[src/inc/pcg_pkg.sv]
// Purpose: Constants and types for the peripheral clock gate and reset controller
// Assumes: One 10 MHz system clock; AHB-Lite register access; 32-bit words
// Notes: The divider counts run on one clock; the 240 MHz PLL rate is modelled as an enable
//
// Notes on behaviour
// Bit 0 of the audio port soft reset register holds the audio core in reset while 1.
// Bit 1 of that register reads 1 while audio clocks and resets are enabled, else 0.
// The SD host functional clock is the PLL clock divided into a high then a low phase.
// Bits 10 to 8 of the divider register set the low phase to 1 to 8 PLL cycles.
// Bits 2 to 0 of the divider register set the high phase to 1 to 8 PLL cycles.
// Bits 31 to 11 and 7 to 3 of the divider register always read zero.
// Gating bit 0 lets the SD host clock run in run mode; clear stops it there.
// Gating bit 8 lets the SD host clock run in sleep mode; clear stops it there.
// Gating bit 16 reads zero and the SD host clock always stops in deep sleep.
// All other gating bits read zero and the register resets to zero, clock off.
// The audio port clock is gated per mode likewise, its bit 0 enabling run mode.
// New phase lengths take effect only at an output period boundary, so no runt pulse.
package pcg_pkg;

    localparam logic [11:0] PCG_OFS_AUDIO_GATE  = 12'h014;
    localparam logic [11:0] PCG_OFS_AUDIO_RESET = 12'h018;
    localparam logic [11:0] PCG_OFS_SD_DIVIDER  = 12'h020;
    localparam logic [11:0] PCG_OFS_SD_GATE     = 12'h024;

    localparam int PCG_BIT_SOFT_RESET   = 0;
    localparam int PCG_BIT_ENABLED_FLAG = 1;
    localparam int PCG_BIT_RUN_GATE     = 0;
    localparam int PCG_BIT_SLEEP_GATE   = 8;
    localparam int PCG_BIT_DSLEEP_GATE  = 16;
    localparam int PCG_LOW_LSB          = 8;
    localparam int PCG_HIGH_LSB         = 0;
    localparam int PCG_PHASE_W          = 3;

    localparam logic [31:0] PCG_RESET_VALUE = 32'h0000_0000;
    localparam logic [31:0] PCG_DIVIDER_MASK = 32'h0000_0707;
    localparam logic [31:0] PCG_GATE_MASK    = 32'h0000_0101;

    localparam int PCG_PLL_MHZ = 240;

    // Power modes as presented by the power manager
    typedef enum logic [1:0]
    {
        PCG_MODE_RUN    = 2'h0,
        PCG_MODE_SLEEP  = 2'h1,
        PCG_MODE_DSLEEP = 2'h2
    } pcg_mode_t;

    // Divider phase states, one-hot
    typedef enum logic [1:0]
    {
        PCG_PH_HIGH = 2'h1,
        PCG_PH_LOW  = 2'h2
    } pcg_phase_t;

endpackage

[src/design/pcg_divider.sv]
// Purpose: Divides the PLL tick stream into the SD host functional clock
// Assumes: pll_tick_i marks one PLL cycle; phase codes come from registers
// Notes: Phase codes are sampled only at the start of each high phase
`timescale 1ns/1ps
module pcg_divider
(
    input  wire logic                  clk_i,
    input  wire logic                  resetn_i,
    input  wire logic                  pll_tick_i,
    input  wire logic                  run_i,
    input  wire logic [2:0]            high_code_i,
    input  wire logic [2:0]            low_code_i,
    output logic                       div_clk_o
);

    pcg_pkg::pcg_phase_t state;
    logic [2:0]          count;
    logic [2:0]          low_held;

    wire phase_done = (count == 3'h0);
    wire stopped    = (state == pcg_pkg::PCG_PH_LOW) && phase_done && !run_i;

    // Period walker; codes latched at period start so edits never cut a phase short
    always_ff @(posedge clk_i or negedge resetn_i)
    begin
        if (!resetn_i)
        begin
            state     <= pcg_pkg::PCG_PH_LOW;
            count     <= 3'h0;
            low_held  <= 3'h0;
            div_clk_o <= 1'b0;
        end
        else if (pll_tick_i && !stopped)
        begin
            case (state)
                pcg_pkg::PCG_PH_HIGH:
                begin
                    if (phase_done)
                    begin
                        state     <= pcg_pkg::PCG_PH_LOW;
                        count     <= low_held;
                        div_clk_o <= 1'b0;
                    end
                    else
                    begin
                        count <= count - 3'h1;
                    end
                end
                pcg_pkg::PCG_PH_LOW:
                begin
                    if (phase_done)
                    begin
                        state     <= pcg_pkg::PCG_PH_HIGH;
                        count     <= high_code_i;
                        low_held  <= low_code_i;
                        div_clk_o <= 1'b1;
                    end
                    else
                    begin
                        count <= count - 3'h1;
                    end
                end
                default:
                begin
                    state     <= pcg_pkg::PCG_PH_LOW;
                    count     <= 3'h0;
                    div_clk_o <= 1'b0;
                end
            endcase
        end
    end

endmodule

[src/design/pcg_top.sv]
// Purpose: Clock gate, divider and soft reset control for audio port and SD host
// Assumes: AHB-Lite single-word slave, zero wait states, OKAY only
// Notes: Gating stops the divided clock only after a full low phase, never mid-pulse
//
// Our own choice: the AHB-Lite interface to the registers.
`timescale 1ns/1ps
module pcg_top
(
    input  wire logic        clk_i,
    input  wire logic        resetn_i,
    input  wire logic        hsel_i,
    input  wire logic [31:0] haddr_i,
    input  wire logic [1:0]  htrans_i,
    input  wire logic        hwrite_i,
    input  wire logic [2:0]  hsize_i,
    input  wire logic [31:0] hwdata_i,
    input  wire logic        hready_i,
    output logic [31:0]      hrdata_o,
    output logic             hreadyout_o,
    output logic             hresp_o,
    input  wire logic        pll_tick_i,
    input  wire logic [1:0]  power_mode_i,
    output logic             audio_core_reset_o,
    output logic             audio_clock_enable_o,
    output logic             sd_clock_o,
    output logic             sd_clock_enable_o
);

    logic [31:0] sd_host_clock_divider;
    logic [31:0] sd_host_clock_gating;
    logic [31:0] audio_port_clock_gating;
    logic [31:0] audio_port_soft_reset;
    logic        wr_pending;
    logic [11:0] wr_addr;
    logic [1:0]  mode_meta;
    logic [1:0]  mode_sync;
    logic        tick_meta;
    logic        tick_sync;

    // Address phase decode
    wire        addr_take = hsel_i && hready_i && htrans_i[1];
    wire [11:0] rd_addr   = haddr_i[11:0];
    wire        core_enabled_flag = audio_clock_enable_o && !audio_port_soft_reset[0];

    // Mode pins and PLL tick cross in through two flops each
    always_ff @(posedge clk_i or negedge resetn_i)
    begin
        if (!resetn_i)
        begin
            mode_meta <= 2'h0;
            mode_sync <= 2'h0;
            tick_meta <= 1'b0;
            tick_sync <= 1'b0;
        end
        else
        begin
            mode_meta <= power_mode_i;
            mode_sync <= mode_meta;
            tick_meta <= pll_tick_i;
            tick_sync <= tick_meta;
        end
    end

    // Per-mode gate selection; deep sleep always stops both clocks
    wire in_run   = (mode_sync == pcg_pkg::PCG_MODE_RUN);
    wire in_sleep = (mode_sync == pcg_pkg::PCG_MODE_SLEEP);
    wire sd_run   = (in_run && sd_host_clock_gating[pcg_pkg::PCG_BIT_RUN_GATE])
                  || (in_sleep && sd_host_clock_gating[pcg_pkg::PCG_BIT_SLEEP_GATE]);
    wire au_run   = (in_run && audio_port_clock_gating[pcg_pkg::PCG_BIT_RUN_GATE])
                  || (in_sleep && audio_port_clock_gating[pcg_pkg::PCG_BIT_SLEEP_GATE]);

    // Read mux; reserved bits never stored, so they read zero
    wire [31:0] rd_word =
        (rd_addr == pcg_pkg::PCG_OFS_SD_DIVIDER)  ? sd_host_clock_divider :
        (rd_addr == pcg_pkg::PCG_OFS_SD_GATE)     ? sd_host_clock_gating :
        (rd_addr == pcg_pkg::PCG_OFS_AUDIO_GATE)  ? audio_port_clock_gating :
        (rd_addr == pcg_pkg::PCG_OFS_AUDIO_RESET) ?
            {30'h0, core_enabled_flag, audio_port_soft_reset[0]} :
        32'h0000_0000;

    // Bus side: latch write address, return read data in the data phase
    always_ff @(posedge clk_i or negedge resetn_i)
    begin
        if (!resetn_i)
        begin
            wr_pending <= 1'b0;
            wr_addr    <= 12'h000;
            hrdata_o   <= pcg_pkg::PCG_RESET_VALUE;
        end
        else
        begin
            wr_pending <= addr_take && hwrite_i;
            if (addr_take)
            begin
                wr_addr <= rd_addr;
            end
            if (addr_take && !hwrite_i)
            begin
                hrdata_o <= rd_word;
            end
        end
    end

    // Register writes; masks keep read-only bits at zero
    always_ff @(posedge clk_i or negedge resetn_i)
    begin
        if (!resetn_i)
        begin
            sd_host_clock_divider   <= pcg_pkg::PCG_RESET_VALUE;
            sd_host_clock_gating    <= pcg_pkg::PCG_RESET_VALUE;
            audio_port_clock_gating <= pcg_pkg::PCG_RESET_VALUE;
            audio_port_soft_reset   <= pcg_pkg::PCG_RESET_VALUE;
        end
        else if (wr_pending)
        begin
            case (wr_addr)
                pcg_pkg::PCG_OFS_SD_DIVIDER:
                    sd_host_clock_divider <= hwdata_i & pcg_pkg::PCG_DIVIDER_MASK;
                pcg_pkg::PCG_OFS_SD_GATE:
                    sd_host_clock_gating <= hwdata_i & pcg_pkg::PCG_GATE_MASK;
                pcg_pkg::PCG_OFS_AUDIO_GATE:
                    audio_port_clock_gating <= hwdata_i & pcg_pkg::PCG_GATE_MASK;
                pcg_pkg::PCG_OFS_AUDIO_RESET:
                    audio_port_soft_reset <= {31'h0, hwdata_i[0]};
                default:
                    audio_port_soft_reset <= audio_port_soft_reset;
            endcase
        end
    end

    // Zero wait states, always OKAY
    assign hreadyout_o = 1'b1;
    assign hresp_o     = 1'b0;

    // Output controls come straight from flops
    always_ff @(posedge clk_i or negedge resetn_i)
    begin
        if (!resetn_i)
        begin
            audio_core_reset_o   <= 1'b0;
            audio_clock_enable_o <= 1'b0;
            sd_clock_enable_o    <= 1'b0;
        end
        else
        begin
            audio_core_reset_o   <= audio_port_soft_reset[pcg_pkg::PCG_BIT_SOFT_RESET];
            audio_clock_enable_o <= au_run;
            sd_clock_enable_o    <= sd_run;
        end
    end

    // SD host divider, stops only at the end of a low phase
    pcg_divider u_div
    (
        .clk_i       (clk_i),
        .resetn_i    (resetn_i),
        .pll_tick_i  (tick_sync),
        .run_i       (sd_clock_enable_o),
        .high_code_i (sd_host_clock_divider[pcg_pkg::PCG_HIGH_LSB +: pcg_pkg::PCG_PHASE_W]),
        .low_code_i  (sd_host_clock_divider[pcg_pkg::PCG_LOW_LSB +: pcg_pkg::PCG_PHASE_W]),
        .div_clk_o   (sd_clock_o)
    );

endmodule

[config.mk]
export PLATFORM = sky130hd
export DESIGN_NAME = pcg_top
export DESIGN_NICKNAME = d
export VERILOG_FILES = /design/src/inc/pcg_pkg.sv /design/src/design/pcg_divider.sv /design/src/design/pcg_top.sv
export SDC_FILE = /design/constraint.sdc
export NUM_CORES = 1
export LEC_CHECK = 0
export BUFFER_PORTS_ARGS = -buffer_cell sky130_fd_sc_hd__buf_2
export CORE_MARGIN = 3
export CORE_UTILIZATION = 47
export CTS_BUF_LIST = sky130_fd_sc_hd__clkbuf_4
export CTS_CLUSTER_DIAMETER = 100
export CTS_CLUSTER_SIZE = 10
export DETAILED_ROUTE_END_ITERATION = 7
export GPL_TIMING_DRIVEN = 0
export PLACE_DENSITY = 0.84
export RECOVER_POWER = 50
export SYNTH_ARGS = -nofsm -noshare
export SYNTH_HDL_FRONTEND = slang
export SYNTH_SLANG_ARGS = --single-unit
export TNS_END_PERCENT = 100
[constraint.sdc]
create_clock -name clk_i -period 2.56 [get_ports clk_i]
set_input_delay 0.256 -clock clk_i [delete_from_list [all_inputs] [get_ports clk_i]]
set_output_delay 0.256 -clock clk_i [all_outputs]
set_load 0.02 [all_outputs]
==> results.sh <==
export IMPL_status="complete, no violations"
export IMPL_cp_end_kind="flip-flop"
export IMPL_cp_common_cell="ha_1"
export IMPL_grt_usage_pct=15.0
export IMPL_cp_slowest_cell="dfrtp_1"
export IMPL_coreArea_um2=4560
export IMPL_path_clk_slew_ns=0.13
export IMPL_firstDrtPassIters=4
export IMPL_cts_root_buf="clkbuf_4"
export IMPL_finalMaxSlewViolations=0
export IMPL_finalSetupTns_ns=0
export IMPL_start_kind="flip-flop"
export IMPL_netlist_area_leader_share_pct=49.7
export IMPL_hpwl_um=3280
export IMPL_hp_class="input pin to asynchronous set/reset pin"
export IMPL_final_area_um2=2780
export IMPL_holdWs_ns=0.0385
export IMPL_timing_final_crit_share_pct=76.6
export IMPL_synth_area_um2=2320
export IMPL_row_count=24
export IMPL_clk_path_buf_depth=2
export IMPL_placed_area_um2=2680
export IMPL_clock_latency_ns=0.36
export IMPL_cts_tree="built"
export IMPL_fmaxAchievable_mhz=510
export IMPL_critical_path_max_stage_delay_ns=0.44
export IMPL_reg2reg_depth=6
export IMPL_setup_slack_ns=0.598
export IMPL_grt_pass1_vias=1524
export IMPL_seq_area_um2=1180
export IMPL_drt_iter0_drc=99
export IMPL_dr_total_vias=1562
export IMPL_cts_sinks=47
export IMPL_drc=0
export IMPL_fin_skew_ns=0.00861
export IMPL_finalPower_w=0.00186
export IMPL_io_pins=115
export IMPL_max_vdd_ir_drop_v=0.000431
export IMPL_cts_buffers=5
export IMPL_grt_max_degree=48
export IMPL_viasPerCell=4.75
export IMPL_fin_crit_ns=1.96
export IMPL_die_area_um2=5810
export IMPL_place_port_buffers=36
export IMPL_grt_pass1_wl_um=7070
export IMPL_synth_seq_cells=47
export IMPL_synthTopCellsByArea="dfrtp_1 50%, mux2_2 9.7%, buf_4 9.1%, mux2_4 3.9%, a22o_1 3.8%"
export IMPL_dp_slack_ns=0.595
export IMPL_yosysSeqAreaShare_pct=50.8
export IMPL_r2r_start="u_div.count[0]$_DFFE_PN0P_"
export IMPL_crit_path_max_fanout=10
export IMPL_grt_antenna_before_repair=0
export IMPL_yosysTopAreaCell="dfrtp_1"
export IMPL_n_antenna_cell=0
export IMPL_hold_violations=0
export IMPL_layout_nets=345
export IMPL_arrival_ns=2.22
export IMPL_tightest_slew_ns=0.982
export IMPL_setup_viol=0
export IMPL_criticalPathCategory="flip-flop to flip-flop"
export IMPL_start_util_pct=50.8
export IMPL_fillers=383
export IMPL_ant_nets=0
export IMPL_grt_overflow=0
export IMPL_worstPathCellList="inv_1, ha_1, ha_1, clkbuf_1, nand4_1, mux2_2"
export IMPL_cts_repair_resized=0
export IMPL_cap_violations=0
export IMPL_p_leak_nw=1.44
export IMPL_syn_to_final_growth_pct=20.0
export IMPL_required_ns=2.82
export IMPL_avgSynthCellArea_um2=12.1
export IMPL_multi_input_area_um2=993
export IMPL_syn_instance_count=192
export IMPL_ys_types=38
export IMPL_rsz0062_at_grt="no"
export IMPL_die_x_um=76.2
export IMPL_reg2reg_to="u_div.low_held[0]$_DFFE_PN0P_"
export IMPL_r2r_slack_ns=0.60
export IMPL_wl_per_cell_um=12.5
export IMPL_fp_dieH_um=76.2
export IMPL_h_tree_depth=2
export IMPL_slew_limit_headroom_pct=34.6
export IMPL_final_common_cell="dfrtp_1"
export IMPL_gp_congestion=0.768
export IMPL_yosys_warnings=0
export IMPL_layout_drive_gt1_share_pct=39.8
export IMPL_finalWirelength_um=4130
export IMPL_power_density_nw_per_um2=668
export IMPL_final_cell_mix="46 x dfrtp_1, 36 x buf_2, 28 x buf_4, 28 x conb_1, 20 x mux2_2"
## timing repair
item | 4_1_cts | 5_1_grt
hold buffers | 3 | 0
endpoints found under the hold margin | 3 | 0
setup buffers | 0 | 0
## cell usage after synthesis
library cell	count
o21a_1	1
dfstp_2	1
or4b_2	1
mux2_4	6
mux2_2	20
conb_1	2
a21o_1	2
clkbuf_1	1
ha_1	4
dfrtp_1	46
inv_1	7
nor4_1	1
o31ai_1	1
nor4b_1	2
or4_1	1
or4_4	1
nor2_1	7
or2_2	1
a221o_1	1
nor4_4	2
nand3b_1	3
nor3b_1	1
nand2b_1	4
or4b_4	1
nand2_1	12
nand4_1	2
nand4b_1	1
or3_1	1
o21ai_0	7
a22o_1	10
and3_1	1
buf_4	28
mux2i_1	2
nand3_1	2
buf_1	1
a21oi_1	5
nor3_1	2
nand3b_4	1
## state kept, by name, summed over array words and instances (netlist names)
signal                   flops
wr_addr                     12
hrdata_o                     6
sd_host_clock_divider        6
u_div.count                  3
u_div.low_held               3
audio_port_clock_gating      2
mode_meta                    2
mode_sync                    2
sd_host_clock_gating         2
u_div.state                  2
audio_clock_enable_o         1
audio_core_reset_o           1
audio_port_soft_reset        1
sd_clock_enable_o            1
tick_meta                    1
tick_sync                    1
wr_pending                   1
## worst max-delay path by stage
stage	startpoint	endpoint	slack, ns	cells after the start
floorplan	wr_addr[8]$_DFFE_PN0P_	sd_host_clock_divider[0]$_DFFE_PN0P_	0.73	4
global placement	wr_addr[8]$_DFFE_PN0P_	sd_host_clock_divider[10]$_DFFE_PN0P_	0.64	4
detailed placement	u_div.count[0]$_DFFE_PN0P_	u_div.low_held[1]$_DFFE_PN0P_	0.59	6
CTS	u_div.count[0]$_DFFE_PN0P_	u_div.low_held[0]$_DFFE_PN0P_	0.59	6
global route	u_div.count[0]$_DFFE_PN0P_	u_div.low_held[0]$_DFFE_PN0P_	0.43	6
finish	u_div.count[0]$_DFFE_PN0P_	u_div.low_held[0]$_DFFE_PN0P_	0.60	6
## worst max-delay path, delay by kind of cell, from the launching register on
kind | cells | cell delay, ns
muxes | 1 | 0.33
and+or+nand+nor | 1 | 0.26
buffers and inverters | 2 | 0.39
adders and majority gates | 2 | 0.45
DFF | 1 | 0.44
## kinds of logic after synthesis
group	count (synthesis)	share of synthesized area, %
simple gates	47	13.6
flops	47	50.8
buf+inv	37	10.5
mux	28	14.5
compound gates	27	8.10
fa+ha+maj	4	2.16
other cells	2	0.324
## routing by layer
metal / global-route usage [%] / vias to the layer above / wire [um] / part of all wire, %
met5: 0 / - / 0 / 0
met3: 3.31 / 7 / 217 / 5.3
met1: 19.9 / 731 / 1880 / 45
li1: - / 775 / - / -
met4: 5.62 / 0 / 61 / 1.5
met2: 24.2 / 49 / 1970 / 48
## where the power goes
part / total, W / switching [W] / internal [W]
clock network: 0.000426 / 0.000226 / 0.000200
registers: 0.000917 / 0.0000683 / 0.000849
logic: 0.000515 / 0.000268 / 0.000247
total: 0.00186 / 0.000562 / 0.00130
## metrics by stage
| stage | utilization [%] | instances |
|---|---|---|
| after CTS | 60.9 | 329 |
| final | 60.9 | 329 |
| after global placement | 58.6 | 319 |
| after global routing | 60.9 | 329 |
| after floorplan | - | 218 |
| after detailed placement | 58.6 | 319 |
## layout make-up
class	count	share of cell area, %
Sequential cell	47	42.3
Multi-Input combinational cell	134	35.7
Buffer	30	7.83
Timing Repair Buffer	39	7.56
Tap cell	65	2.92
Clock buffer	5	1.35
Clock inverter	2	1.35
Inverter	7	0.945
Power figures use the tool's default switching activity.
